[src/hw/cags_map.svh]
/*
  Address, vector and timing constants for the CPU address generator and
  special-operation sequencer.
  Assumes inclusion by bare name; definitions only.
*/
`ifndef CAGS_MAP_SVH
`define CAGS_MAP_SVH

`define CAGS_DIRECT_PAGE_HI   8'h00
`define CAGS_POSTINC_STEP     16'h0001
`define CAGS_RESET_VEC_HI     16'hFFFE
`define CAGS_RESET_VEC_LO     16'hFFFF
`define CAGS_QUEUE_FILL_BYTES 2'h3
`define CAGS_FLAG_MASK_BIT    3
`define CAGS_ZERO_BYTE        8'h00
`define CAGS_ONE_BYTE         16'h0001

`endif

[src/hw/cags_pkg.sv]
/*
  Types shared by the address generator and the special-operation sequencer.
  Assumes the map header is included where constants are needed.
*/
package cags_pkg;

  typedef enum logic [2:0] {
    CAGS_AM_DIRECT,
    CAGS_AM_FULL,
    CAGS_AM_IDX_PLAIN,
    CAGS_AM_IDX_BYTE,
    CAGS_AM_IDX_WORD,
    CAGS_AM_STK_BYTE,
    CAGS_AM_STK_WORD
  } cags_mode_type;

  // one addressing request from the decoder
  typedef struct packed {
    cags_mode_type mode;
    logic          postinc;
    logic [15:0]   operand;
    logic [15:0]   index_pair;
    logic [15:0]   stack_ptr;
  } cags_ea_req_type;

  // one memory bus cycle
  typedef struct packed {
    logic        valid;
    logic        write;
    logic [15:0] addr;
    logic [7:0]  wdata;
  } cags_bus_type;

  // cpu registers pushed on interrupt entry
  typedef struct packed {
    logic [15:0] prog_counter;
    logic [7:0]  index_low;
    logic [7:0]  accum;
    logic [7:0]  condition_flags_register;
  } cags_context_type;

endpackage

[src/hw/cags_addr_gen.sv]
/*
  Effective address former for all memory addressing modes.
  Assumes the decoder has assembled extended operands high byte first.
*/
`timescale 1ns/1ns
`include "cags_map.svh"

module cags_addr_gen
  import cags_pkg::*;
(
  input  wire logic            clk,       // bus clock
  input  wire logic            rstn,      // async reset, active low
  input  wire cags_ea_req_type req,       // mode and operands
  input  wire logic            req_valid, // request strobe
  input  wire logic            fetched,   // operand fetch done
  output logic [15:0]          ea_q,      // registered operand address
  output logic                 ea_valid_q,// address valid pulse
  output logic [15:0]          index_next,// index pair after post-inc
  output logic                 index_upd  // index pair update strobe
);

  logic [15:0] ea_d;
  logic [15:0] base;
  logic [15:0] offs;
  logic        pinc_q;
  logic        pinc_d;
  logic [15:0] pidx_q;
  logic [15:0] pidx_d;

  // -------------------------------------------------------------
  // address sums, all wrapping in 64 K
  // -------------------------------------------------------------
  always_comb begin
    base = req.index_pair;
    offs = 16'h0000;
    ea_d = 16'h0000;
    case (req.mode)
      CAGS_AM_DIRECT:    ea_d = {`CAGS_DIRECT_PAGE_HI, req.operand[7:0]};
      CAGS_AM_FULL:      ea_d = req.operand;
      CAGS_AM_IDX_PLAIN: ea_d = req.index_pair;
      CAGS_AM_IDX_BYTE: begin
        offs = {`CAGS_ZERO_BYTE, req.operand[7:0]};
        ea_d = base + offs;
      end
      CAGS_AM_IDX_WORD:  ea_d = req.index_pair + req.operand;
      CAGS_AM_STK_BYTE: begin
        base = req.stack_ptr;
        offs = {`CAGS_ZERO_BYTE, req.operand[7:0]};
        ea_d = base + offs;
      end
      CAGS_AM_STK_WORD:  ea_d = req.stack_ptr + req.operand;
      default:           ea_d = req.operand;
    endcase
  end

  // -------------------------------------------------------------
  // post-increment armed until operand fetch completes
  // -------------------------------------------------------------
  always_comb begin
    pinc_d = pinc_q;
    pidx_d = pidx_q;
    if (req_valid) begin
      // only plain and byte-offset index modes may post-increment
      pinc_d = req.postinc && (req.mode == CAGS_AM_IDX_PLAIN || req.mode == CAGS_AM_IDX_BYTE);
      pidx_d = req.index_pair;
    end else if (fetched) begin
      pinc_d = 1'b0;
    end
  end

  assign index_next = pidx_q + `CAGS_POSTINC_STEP;
  assign index_upd  = pinc_q && fetched && !req_valid;

  always_ff @(posedge clk or negedge rstn) begin
    if (!rstn) begin
      ea_q       <= 16'h0000;
      ea_valid_q <= 1'b0;
      pinc_q     <= 1'b0;
      pidx_q     <= 16'h0000;
    end else begin
      ea_q       <= req_valid ? ea_d : ea_q;
      ea_valid_q <= req_valid;
      pinc_q     <= pinc_d;
      pidx_q     <= pidx_d;
    end
  end

endmodule

[src/hw/cags_top.sv]
/*
  CPU address generation and special-operation sequencer: reset vector fetch,
  interrupt entry and software trap, wait and stop with debug wake.
  Assumes a single-cycle memory bus and that reset sources, the debug pin and
  wake lines are asynchronous to clk; instruction decoding lives elsewhere.
*/
`timescale 1ns/1ns
`include "cags_map.svh"

module cags_top
  import cags_pkg::*;
#(
  parameter int VEC_W = 16                      // vector address width
)(
  input  wire logic             clk,            // bus clock 25 MHz
  input  wire logic             rstn,           // power-on/pin reset, active low
  input  wire logic             watchdog_reset_source, // watchdog reset request
  input  wire logic             rst_src_done,   // internal source check done
  input  wire cags_ea_req_type  ea_req,         // addressing request
  input  wire logic             ea_req_valid,   // addressing request strobe
  input  wire logic             op_fetched,     // operand fetch complete
  input  wire logic             insn_boundary,  // current instruction ending
  input  wire logic             insn_cleared_mask, // instruction cleared mask
  input  wire logic             trap_req,       // software trap opcode
  input  wire logic             wait_req,       // wait opcode
  input  wire logic             stop_req,       // stop opcode
  input  wire logic             irq_pending,    // maskable request pending
  input  wire logic [VEC_W-1:0] irq_vector,     // highest priority vector addr
  input  wire logic [VEC_W-1:0] trap_vector,    // trap vector address
  input  wire cags_context_type ctx,            // registers to push
  input  wire logic [15:0]      stack_ptr,      // current stack pointer
  input  wire logic [7:0]       rdata,          // memory read data
  input  wire logic             debug_halt_cmd, // halt-to-background command
  input  wire logic             debug_mode_enable, // debug enable bit
  input  wire logic             stop_clk_keep,  // keep minimal clocks in stop
  input  wire logic             periodic_wake,  // internal periodic wake
  input  wire logic             ext_wake,       // external wake line
  output cags_bus_type          bus_q,          // memory bus cycle
  output logic [15:0]           ea_q,           // effective address
  output logic                  ea_valid_q,     // effective address valid
  output logic [15:0]           index_next,     // post-incremented index
  output logic                  index_upd,      // index update strobe
  output logic [15:0]           new_pc_q,       // vector loaded into PC
  output logic                  new_pc_valid_q, // PC load pulse
  output logic [7:0]            queue_byte_q,   // instruction queue fill byte
  output logic                  queue_load_q,   // queue byte strobe
  output logic                  mask_set_q,     // interrupt mask set pulse
  output logic                  mask_clr_q,     // interrupt mask clear pulse
  output logic [15:0]           stack_ptr_q,    // stack pointer after push
  output logic                  cpu_clk_en_q,   // cpu clock gate enable
  output logic                  osc_keep_q,     // oscillator kept in stop
  output logic                  stop_clk_min_q, // minimal clocks running
  output logic                  background_q,   // active background mode
  output logic                  seq_busy        // special sequence running
);

  typedef enum logic [3:0] {
    ST_RESET, ST_RVEC_HI, ST_RVEC_LO, ST_FREE, ST_QFILL, ST_RUN,
    ST_PUSH, ST_MASK, ST_VEC_HI, ST_VEC_LO, ST_WAIT, ST_STOP, ST_BGND
  } cags_state_type;

  // -------------------------------------------------------------
  // pin synchronisers
  // -------------------------------------------------------------
  logic [5:0] sync1_q;
  logic [5:0] sync2_q;
  logic [5:0] pins;
  assign pins = {watchdog_reset_source, rst_src_done, debug_halt_cmd,
                 periodic_wake, ext_wake, irq_pending};

  always_ff @(posedge clk or negedge rstn) begin
    if (!rstn) begin
      sync1_q <= 6'h00;
      sync2_q <= 6'h00;
    end else begin
      sync1_q <= pins;
      sync2_q <= sync1_q;
    end
  end

  logic wdog_s, srcdone_s, halt_s, pwake_s, xwake_s, irq_s;
  assign {wdog_s, srcdone_s, halt_s, pwake_s, xwake_s, irq_s} = sync2_q;

  // -------------------------------------------------------------
  // address former
  // -------------------------------------------------------------
  cags_addr_gen u_ea (
    .clk        (clk),
    .rstn       (rstn),
    .req        (ea_req),
    .req_valid  (ea_req_valid),
    .fetched    (op_fetched),
    .ea_q       (ea_q),
    .ea_valid_q (ea_valid_q),
    .index_next (index_next),
    .index_upd  (index_upd)
  );

  // -------------------------------------------------------------
  // sequencer state
  // -------------------------------------------------------------
  cags_state_type   st_q, st_d;
  logic [2:0]       cnt_q, cnt_d;
  logic [15:0]      vec_q, vec_d;
  logic [15:0]      pc_q, pc_d;
  logic [15:0]      sp_q, sp_d;
  logic [15:0]      vaddr_q, vaddr_d;
  cags_context_type ctx_q, ctx_d;
  cags_bus_type     bus_d;
  logic [7:0]       qbyte_d;
  logic             qload_d, mset_d, mclr_d, pcv_d, clken_d, osc_d, smin_d, bg_d;
  logic             irq_take;

  // take only at boundary, not after mask clear
  // the boundary that ends a mask-clearing instruction is the one refused,
  // so the flag is used in the same cycle; no state is kept past it
  assign irq_take = irq_s && insn_boundary && !insn_cleared_mask
                    && !ctx.condition_flags_register[`CAGS_FLAG_MASK_BIT];
  assign seq_busy = (st_q != ST_RUN);

  always_comb begin
    st_d      = st_q;
    cnt_d     = cnt_q;
    vec_d     = vec_q;
    pc_d      = pc_q;
    sp_d      = sp_q;
    vaddr_d   = vaddr_q;
    ctx_d     = ctx_q;
    bus_d     = '0;
    qbyte_d   = queue_byte_q;
    qload_d   = 1'b0;
    mset_d    = 1'b0;
    mclr_d    = 1'b0;
    pcv_d     = 1'b0;
    clken_d   = cpu_clk_en_q;
    osc_d     = osc_keep_q;
    smin_d    = stop_clk_min_q;
    bg_d      = background_q;
    case (st_q)
      ST_RESET: begin
        clken_d = 1'b1;
        if (srcdone_s) begin
          st_d       = ST_RVEC_HI;
          bus_d.valid = 1'b1;
          bus_d.addr  = `CAGS_RESET_VEC_HI;
        end
      end
      // six cycles: two vector, free, three fill
      ST_RVEC_HI: begin
        vec_d[15:8] = rdata;
        st_d        = ST_RVEC_LO;
        bus_d.valid = 1'b1;
        bus_d.addr  = `CAGS_RESET_VEC_LO;
      end
      ST_RVEC_LO, ST_VEC_LO: begin
        vec_d[7:0] = rdata;
        st_d       = ST_FREE;
      end
      ST_FREE: begin
        pc_d    = vec_q;
        pcv_d   = 1'b1;
        cnt_d   = 3'h0;
        st_d    = ST_QFILL;
        bus_d.valid = 1'b1;
        bus_d.addr  = vec_q;
      end
      ST_QFILL: begin
        qbyte_d = rdata;
        qload_d = 1'b1;
        cnt_d   = cnt_q + 3'h1;
        if (cnt_q == 3'({1'b0, `CAGS_QUEUE_FILL_BYTES}) - 3'h1) begin
          st_d = ST_RUN;
        end else begin
          bus_d.valid = 1'b1;
          bus_d.addr  = vec_q + 16'(cnt_q) + `CAGS_ONE_BYTE;
        end
      end
      ST_RUN: begin
        if (halt_s) begin
          st_d = ST_BGND;
        end else if (trap_req || irq_take) begin
          vaddr_d = trap_req ? 16'(trap_vector) : 16'(irq_vector);
          ctx_d   = ctx;
          sp_d    = stack_ptr;
          cnt_d   = 3'h0;
          st_d    = ST_PUSH;
        end else if (wait_req) begin
          mclr_d  = 1'b1;
          clken_d = 1'b0;
          st_d    = ST_WAIT;
        end else if (stop_req) begin
          clken_d = 1'b0;
          osc_d   = debug_mode_enable;
          smin_d  = stop_clk_keep;
          st_d    = ST_STOP;
        end
      end
      ST_PUSH: begin
        bus_d.valid = 1'b1;
        bus_d.write = 1'b1;
        bus_d.addr  = sp_q;
        case (cnt_q)
          3'h0:    bus_d.wdata = ctx_q.prog_counter[7:0];
          3'h1:    bus_d.wdata = ctx_q.prog_counter[15:8];
          3'h2:    bus_d.wdata = ctx_q.index_low;
          3'h3:    bus_d.wdata = ctx_q.accum;
          default: bus_d.wdata = ctx_q.condition_flags_register;
        endcase
        sp_d  = sp_q - `CAGS_ONE_BYTE;
        cnt_d = cnt_q + 3'h1;
        if (cnt_q == 3'h4) begin
          st_d = ST_MASK;
        end
      end
      ST_MASK: begin
        mset_d      = 1'b1;
        st_d        = ST_VEC_HI;
        bus_d.valid = 1'b1;
        bus_d.addr  = vaddr_q;
      end
      ST_VEC_HI: begin
        st_d        = ST_VEC_LO;
        bus_d.valid = 1'b1;
        bus_d.addr  = vaddr_q + `CAGS_ONE_BYTE;
        vec_d[15:8] = rdata;
      end
      ST_WAIT: begin
        if (halt_s) begin
          clken_d = 1'b1;
          bg_d    = 1'b1;
          st_d    = ST_BGND;
        end else if (irq_s) begin
          clken_d = 1'b1;
          st_d    = ST_RUN;
        end
      end
      ST_STOP: begin
        if (halt_s && osc_keep_q) begin
          clken_d = 1'b1;
          bg_d    = 1'b1;
          osc_d   = 1'b0;
          smin_d  = 1'b0;
          st_d    = ST_BGND;
        // periodic wake only with minimal clocks
        end else if (xwake_s || irq_s || (pwake_s && stop_clk_min_q)) begin
          clken_d = 1'b1;
          osc_d   = 1'b0;
          smin_d  = 1'b0;
          st_d    = ST_RUN;
        end
      end
      ST_BGND: begin
        clken_d = 1'b1;
        bg_d    = 1'b1;
      end
      default: st_d = ST_RESET;
    endcase
    if (wdog_s) begin
      st_d    = ST_RESET;
      bus_d   = '0;
      qload_d = 1'b0;
      pcv_d   = 1'b0;
      bg_d    = 1'b0;
    end
  end

  always_ff @(posedge clk or negedge rstn) begin
    if (!rstn) begin
      st_q           <= ST_RESET;
      cnt_q          <= 3'h0;
      vec_q          <= 16'h0000;
      pc_q           <= 16'h0000;
      sp_q           <= 16'h0000;
      vaddr_q        <= 16'h0000;
      ctx_q          <= '0;
      bus_q          <= '0;
      queue_byte_q   <= 8'h00;
      queue_load_q   <= 1'b0;
      mask_set_q     <= 1'b0;
      mask_clr_q     <= 1'b0;
      new_pc_valid_q <= 1'b0;
      cpu_clk_en_q   <= 1'b1;
      osc_keep_q     <= 1'b0;
      stop_clk_min_q <= 1'b0;
      background_q   <= 1'b0;
    end else begin
      st_q           <= st_d;
      cnt_q          <= cnt_d;
      vec_q          <= vec_d;
      pc_q           <= pc_d;
      sp_q           <= sp_d;
      vaddr_q        <= vaddr_d;
      ctx_q          <= ctx_d;
      bus_q          <= bus_d;
      queue_byte_q   <= qbyte_d;
      queue_load_q   <= qload_d;
      mask_set_q     <= mset_d;
      mask_clr_q     <= mclr_d;
      new_pc_valid_q <= pcv_d;
      cpu_clk_en_q   <= clken_d;
      osc_keep_q     <= osc_d;
      stop_clk_min_q <= smin_d;
      background_q   <= bg_d;
    end
  end

  assign new_pc_q    = pc_q;
  assign stack_ptr_q = sp_q;

endmodule

[config.mk]
export PLATFORM = sky130hd
export DESIGN_NAME = cags_top
export DESIGN_NICKNAME = d
export VERILOG_FILES = /design/src/hw/cags_pkg.sv /design/src/hw/cags_addr_gen.sv /design/src/hw/cags_top.sv
export VERILOG_INCLUDE_DIRS = /design/src /design/src/hw
export SDC_FILE = /design/constraint.sdc
export NUM_CORES = 1
export LEC_CHECK = 0
export ABC_AREA = 1
export BUFFER_PORTS_ARGS = -buffer_cell sky130_fd_sc_hd__buf_4
export CAP_MARGIN = 20
export CELL_PAD_IN_SITES_DETAIL_PLACEMENT = 1
export CELL_PAD_IN_SITES_GLOBAL_PLACEMENT = 1
export CORE_AREA = 2 2 205 207
export CTS_CLUSTER_SIZE = 30
export DETAILED_ROUTE_END_ITERATION = 6
export DIE_AREA = 0 0 207 209
export PLACE_DENSITY = 0.61
export SETUP_SLACK_MARGIN = 0.4
export SLEW_MARGIN = 20
export SYNTH_ARGS = -nofsm -noshare
export SYNTH_HDL_FRONTEND = slang
export SYNTH_SLANG_ARGS = --single-unit
[constraint.sdc]
create_clock -name clk -period 3.7 [get_ports clk]
set_clock_uncertainty 0.05 [all_clocks]
set_input_delay 0.555 -clock clk [delete_from_list [all_inputs] [get_ports clk]]
set_output_delay 0.555 -clock clk [all_outputs]
set_load 0.02 [all_outputs]
# Word level (Yosys, flattened, before mapping)
# Index checks and enable logic that the tools add are counted.
# totals
regBits,199
# op_classes
eq_ne,39
muxes,67
n_addsub,10
n_reduce_logical,36
n_bitwise,1
# ops
operator,n
$pmux 16 s7,1
$pmux 16 s6,1
$mux 16,5
$add 16x1->16 const B,3
$mux 4,12
$pmux 4 s12,1
$mux 1,35
$add 16x16->16,2
$add 16x8->16,2
$pmux 16 s2,1
$pmux 8 s4,1
$mux 26,1
$ne 3x3->1 const B,8
$eq 4x4->1 const B,5
$add 16x3->16,1
$eq 4x3->1 const B,4
$sub 16x1->16 const B,1
$eq 3x2->1 const B,4
$eq 3x3->1 const B,4
$ne 2x2->1 const B,6
$reduce_and 3->1,4
$reduce_and 6->1,2
$pmux 3 s3,1
$eq 4x2->1 const B,2
other kinds (23),46

# Longest topological paths before layout
# Gate-level depths: netlist (run 1).
# logic_depth
depth_word,8
depth_mapped,18
ltp_nobuf,17

# Cells and area by module
# A second synthesis (run 1) with hierarchy kept.
# hier_totals
hier_cells,1784
hier_area_um2,12533.3
# modules_own_cells
mod,cells_per_inst,area_per_inst_um2,instances
cags_top,1117,8594.5,1
cags_addr_gen,667,3938.8,1

# Least setup slack after synthesis (run 1)
# OpenSTA, ideal clock, no wires.
# synth_path
path_type,register to output
start,reg u_ea.pidx_q[0]
end,out index_next[14]
required_time_ns,3.095
arrival_time_ns,1.681
setup_slack_ns,1.414
path_stages_with_launch,9
path_cell_list,dfrtp_1 > ha_1 > nand3_1 > nor3_2 > nand3_1 > nor3_2 > nand2_1 > nor2_1 > xor2_1
# synth_between
elab_chain_len,1
# synth_rtl
item,line_no,text
from (decl),cags_addr_gen.sv:27,logic [15:0] pidx_q;
from (signal assigned),cags_addr_gen.sv:84,pidx_q <= pidx_d;
$add 16x1->16 (no line),--,
to (decl),cags_top.sv:41,"output logic [15:0] index_next,"
# No other way between the ends.

# Final worst setup path (run 1)
# layout_path
start,reg u_ea.pidx_q[1]
end,out index_next[14]
# Same word-level chain as after synthesis.

==> results of run 1 <==
[metrics by stage]
step                 util  instances  area [µm²]
global placement    0.356       2483       14700
detailed placement  0.356       2483       14700
floorplan               -       1712       12200
finish              0.370       2515       15300
CTS                 0.370       2515       15300
global route        0.370       2515       15300
[cells in the final DEF (no fill, tap or decap), types with 4 or more instances in the layout]
master / netlist / layout
nand2_1: 576 / 576
buf_4: 3 / 280
inv_1: 208 / 208
dfrtp_1: 198 / 198
nor2_1: 143 / 143
nand3_1: 129 / 129
o21ai_0: 105 / 105
a21oi_1: 57 / 57
ha_1: 41 / 41
a31oi_1: 38 / 38
nor3_1: 29 / 29
nand4_1: 19 / 19
clkbuf_16: 0 / 17
xor2_1: 15 / 15
nand3b_1: 12 / 12
a221oi_1: 10 / 10
o22ai_1: 9 / 9
nor3_2: 5 / 5
inv_2: 5 / 5
nor4_1: 5 / 5
nor2_4: 4 / 4
a211oi_1: 4 / 4
o2111ai_1: 4 / 4
or2_2: 4 / 4
inv_6: 0 / 4
[Yosys cell counts, drive strengths merged (18+ instances only)]
cell    count  area share
nand2     582        0.18
inv       216       0.067
dfrtp     198        0.41
nor2      149       0.050
nand3     129       0.053
o21ai     109       0.045
a21oi      58       0.024
ha         41       0.042
a31oi      38       0.020
nor3       34       0.016
buf        33       0.018
nand4      19      0.0098
clkbuf     18      0.0057
[area by class of cell]
cell class | count | area, µm²
repair buffers | 283 | 2160
clock buffers | 18 | 429
clock inverters | 14 | 143
well taps | 539 | 674
inverters | 219 | 830
flip-flops and latches | 199 | 4980
fillers | 5212 | 26000
multi-input cells | 1243 | 6070
[routing by layer]
metal  up-vias  global-route usage  wire [µm]
li1       6025                   -          -
met1      5942               0.290      22000
met2       232               0.369      22700
met3        36              0.0328       1630
met4         0              0.0635        889
met5         -                   0          0
[worst max-delay path, cell delays in order, from the launching register on]
cell and delay (ns):
dfrtp_1 0.39, ha_1 0.20, nand3_1 0.13, nor3_2 0.19, nand3_1 0.16, nor3_2 0.21, nand2_1 0.12, nor2_1 0.14
xor2_1 0.22, buf_4 0.18
[cell families after synthesis]
kind of cell,synth area share
AO/OA/AOI/OAI,0.111
buffers and inverters,0.0917
AND/OR/NAND/NOR,0.327
adder cells (fa/ha/maj),0.0471
multiplexers,0.00278
flip-flops,0.409
XOR/XNOR,0.0115
[where the power goes]
| group | internal (mW) | switching (mW) |
|---|---|---|
| Clock | 0.895 | 0.977 |
| Sequential | 2.74 | 0.550 |
| Combinational | 1.15 | 1.95 |
[path summary, 6_finish.rpt]
check                                  to  slack (ns)      startpoint  cells after the start
max in group asynchronous        bus_q[2]        2.56            rstn                      2
min in group clk               sync1_q[0]        0.13     irq_pending                      1
setup reg to reg                bus_q[18]        1.02        cnt_q[2]                     11
hold / removal             stack_ptr_q[6]        0.11            rstn                      1
hold reg to reg                sync2_q[5]        0.29      sync1_q[5]                      0
setup / recovery           index_next[14]        0.69  u_ea.pidx_q[1]                      9
[state kept, by name (all words and copies together) (netlist names), 6 cells and up]
register,cells
vaddr_q,16
ctx_q,40
new_pc_q,16
vec_q,16
u_ea.ea_q,16
u_ea.pidx_q,16
sync2_q,6
sync1_q,6
queue_byte_q,8
stack_ptr_q,16
bus_q,26
==> impl_metrics.toml, run 1 <==
[layout]
area_growth_pct = 25.6
drive_gt1_frac = 0.177
diodes = 0
nets = 2172

[die]
rows = 75
die_y_um = 209
dieArea_um2 = 43300
die_w_um = 207
initial_core_util = 0.295
coreArea_um2 = 41300
io_pins = 274

[synthesis]
synth.avg_cell_area_um2 = 7.11
synth-main-ff-cell = "dfrtp_1"
netlist_instances = 1712
synth_cell_types = 51
ys_ff_latch = 199
synth_nets = 1921
seq_area_frac_synth = 0.409
syn_area_um2 = 12200
ys_warn_count = 0
synthArstFlopShare = 1.00
synth_edf_count = 0

[setup_path]
critPathCaptureType = "output port"
path_max_fanout = 3
worstPathRequired_ns = 3.09
critical_path.startpoint_type = "register"
path_class = "reg -> out"
crit_arrival_ns = 2.41

[timing]
rsz0062_at_grt = "false"
fmax_mhz = 332
finalCritPeriodShare = 0.814
worst_pin_slew_ns = 0.903
setup_viol = 0
maxSlewViolCount = 0
hold_viol = 0
worst_slack_ns = 0.689
holdWs_ns = 0.107
fin_setup_tns_ns = 0
fin_crit_ns = 3.01
slew_headroom = 0.398

[power]
finalPower_mw = 8.27
vdd_drop_max_mv = 0.240
p_leak_nw = 7.96
power.density_nw_per_um2 = 541

[drt]
post_drt_via_cell_ratio = 4.86
final_antenna_net_count = 0
wl_mm = 47.2
vias = 12200
drt_pass1_iterations = 5
drtIter0Drc = 587
wl_per_cell_um = 18.8
drc = 0

[placed_design]
routabilityCongestion = 0.888
dp_hpwl_mm = 37.4
io_buffers = 273
pre_cts_ws_ns = 0.950

[clocking]
post-cts-setup-buffers = 0
root_buffer = "clkbuf_16"
cts_sinks = 199
cts.clk_slew.worst_paths_ns = 0.08
cts_inserted_buffers = 17
clk_latency_ns = 0.48
htreeDepth = 4
cts_resized = 0
holdBufCountCts = 0
cts_tree = "yes"
cts_buffer_depth = 2

[run]
maxCapViolCount = 0

[global_route]
grt_pass1_vias = 12900
antenna_found_initial = 0
grt_overflow_total = 0
grt_max_degree = 105
grt_pass1_wl_mm = 73.4
grtUsageTotal = 0.218

[min_path]
hp-class = "in -> async"

[run_status]
outcome = "finished, final reports clean"
Power figures use the tool's default switching activity.
==> run 2: changes to the inputs <==
--- a/config.mk
+++ b/config.mk
@@ -15,7 +15,7 @@
 export CTS_CLUSTER_SIZE = 30
 export DETAILED_ROUTE_END_ITERATION = 6
 export DIE_AREA = 0 0 207 209
-export PLACE_DENSITY = 0.61
+export PLACE_DENSITY = 0.64
 export SETUP_SLACK_MARGIN = 0.4
 export SLEW_MARGIN = 20
 export SYNTH_ARGS = -nofsm -noshare
==> constraint.sdc (replaced) <==
create_clock -name clk -period 2.4 [get_ports clk]
set_clock_uncertainty 0.05 [all_clocks]
set_input_delay 0.36 -clock clk [delete_from_list [all_inputs] [get_ports clk]]
set_output_delay 0.36 -clock clk [all_outputs]
set_load 0.02 [all_outputs]
==> impl_metrics.toml, run 2 (synthesis gave the netlist of run 1 again) <==
[run_status]
outcome = "finished with violations"
violations = "setup timing"

[min_path]
min_from = "ctx[35]"
hold_path_depth = 3
min_to = "ctx_q[35]"
hp-class = "in -> reg"

[setup_path]
rr_worst_depth = 14
path_class = "reg -> out"
path_max_fanout = 2
critical_path.startpoint_type = "register"
r2r_start = "vec_q[0]"
reg2reg_slack_ns = 0.37
critPathCaptureType = "output port"
worstReg2RegEnd = "bus_q[18]"
crit_arrival_ns = 2.28
worstPathRequired_ns = 1.99

[power]
p_leak_nw = 8.37
finalPower_mw = 13.3
clkPwrFrac = 0.222
switchingPower_mw = 5.60
switching_share = 0.420
power.density_nw_per_um2 = 813
seqPwrFrac = 0.379
power.internal_mw = 7.74
vdd_drop_max_mv = 0.534
combPwrFrac = 0.399

[die]
die_w_um = 207
coreArea_um2 = 41300
initial_core_util = 0.295
io_pins = 274
die_y_um = 209
dieArea_um2 = 43300
rows = 75

[timing]
slew_headroom = 0.591
hold_viol = 0
setup_viol = 9
worst_slack_ns = -0.291
rsz0062_at_grt = "true"
fin_crit_ns = 2.69
fmax_mhz = 372
fin_setup_tns_ns = -1.79
finalCritPeriodShare = 1.12
worst_pin_slew_ns = 0.614
maxSlewViolCount = 0

[placed_design]
placed_cell_area_um2 = 15000
io_buffers = 273
dp_hpwl_mm = 38.3
place_inst = 2512
routabilityCongestion = 0.879
pre_cts_ws_ns = -0.111

[drt]
vias = 12800
post_drt_via_cell_ratio = 4.95
wl_per_cell_um = 18.8
drt_pass1_iterations = 5
final_antenna_net_count = 0
drc = 0
wl_mm = 48.8
drtIter0Drc = 600

[layout]
area_growth_pct = 34.8
final_cell_mix = "567 x nand2_1, 325 x buf_4, 198 x inv_1"
nets = 2243
final_area_um2 = 16400
top_register = "ctx_q"
largest_reg_flops = 40
layoutNonFillerInstCount = 2591
final_common_cell = "nand2_1"
top_regs = "ctx_q: 40 flops, bus_q: 26 flops"
drive_gt1_frac = 0.242

[global_route]
grt_pass1_wl_mm = 75.6
grtUsageTotal = 0.224
grt_overflow_total = 0
grt_max_degree = 57
grt_pass1_vias = 13500
antenna_found_initial = 9

[clocking]
cts_sinks = 199
cts.clk_slew.worst_paths_ns = 0.08
cts_inserted_buffers = 17
htreeDepth = 4
cts_buffer_depth = 2
clk_latency_ns = 0.49
cts_tree = "yes"
root_buffer = "clkbuf_16"

[run]
maxCapViolCount = 0
[run 2: cell types whose count changed in the layout (fill, tap and decap cells not counted), moves of 10 or more]
| cell | change |
|---|---|
| a21oi_1 | -10 |
| buf_4 | +45 |
| buf_6 | +12 |
| dlygate4sd3_1 | +11 |
| inv_1 | -10 |
| nand3_1 | -13 |
| nor2_1 | -15 |
| nor2_2 | +10 |
[run 2: routing by layer]
metal	vias to the layer above	track usage	part of all wire
met5	-	0	0.0010
li1	6175	-	-
met1	6258	0.282	0.44
met3	79	0.0478	0.047
met2	295	0.382	0.49
met4	8	0.0729	0.029
[run 2: how the worst max path moves through the flow]
stage / startpoint / end / slack, ns / depth (start not counted)
3_3_place_gp: ea_req[49] / u_ea.ea_q[13] / 0.03 / 17
5_1_grt: u_ea.pidx_q[1] / index_next[14] / -0.39 / 9
4_1_cts: u_ea.pidx_q[1] / index_next[14] / -0.35 / 9
3_5_place_dp: ea_req[49] / u_ea.ea_q[13] / -0.11 / 17
2_1_floorplan: u_ea.pidx_q[0] / index_next[14] / 0.39 / 8
6_report: u_ea.pidx_q[1] / index_next[14] / -0.29 / 9
[run 2: layout make-up]
class	count	area, µm²
repair buffers	354	2800
flip-flops and latches	199	4990
well taps	539	674
clock inverters	12	130
inverters	219	847
fillers	5201	24900
clock buffers	20	457
multi-input cells	1243	6500
diodes	5	12.5
[run 2: power by group through the flow]
stage	clock network, mW	logic [mW]	registers (mW)
2_1_floorplan	0	2.41	5.33
3_3_place_gp	0	4.86	5.05
3_5_place_dp	0	4.95	5.08
4_1_cts	3.05	5.13	5.02
5_1_grt	3.17	5.89	5.17
6_report	2.97	5.32	5.05
[run 2: repair_timing]
item	in CTS	in global routing
pin swaps	12	31
hold buffers	11	0
setup endpoints to repair	25	78
endpoints found under the hold margin	61	0
cloned	0	0
setup buffers	16	15
gates resized for setup	31	92
[run 2: through the flow]
stage,hold WS (ns),utilization
after floorplan,0.0144,-
after global placement,0.285,0.363
after detailed placement,0.287,0.363
after CTS,0.00751,0.386
after global routing,0.0207,0.397
final,0.0218,0.397
[run 2: worst max-delay path: stages (launching register included)]
cell and delay [ns]:
dfrtp_1 0.40, ha_2 0.24, nand3_4 0.09, nor3_4 0.18, nand3_2 0.13, nor3_4 0.18, nand2_2 0.09, nor2_2 0.13
xor2_2 0.21, buf_6 0.15
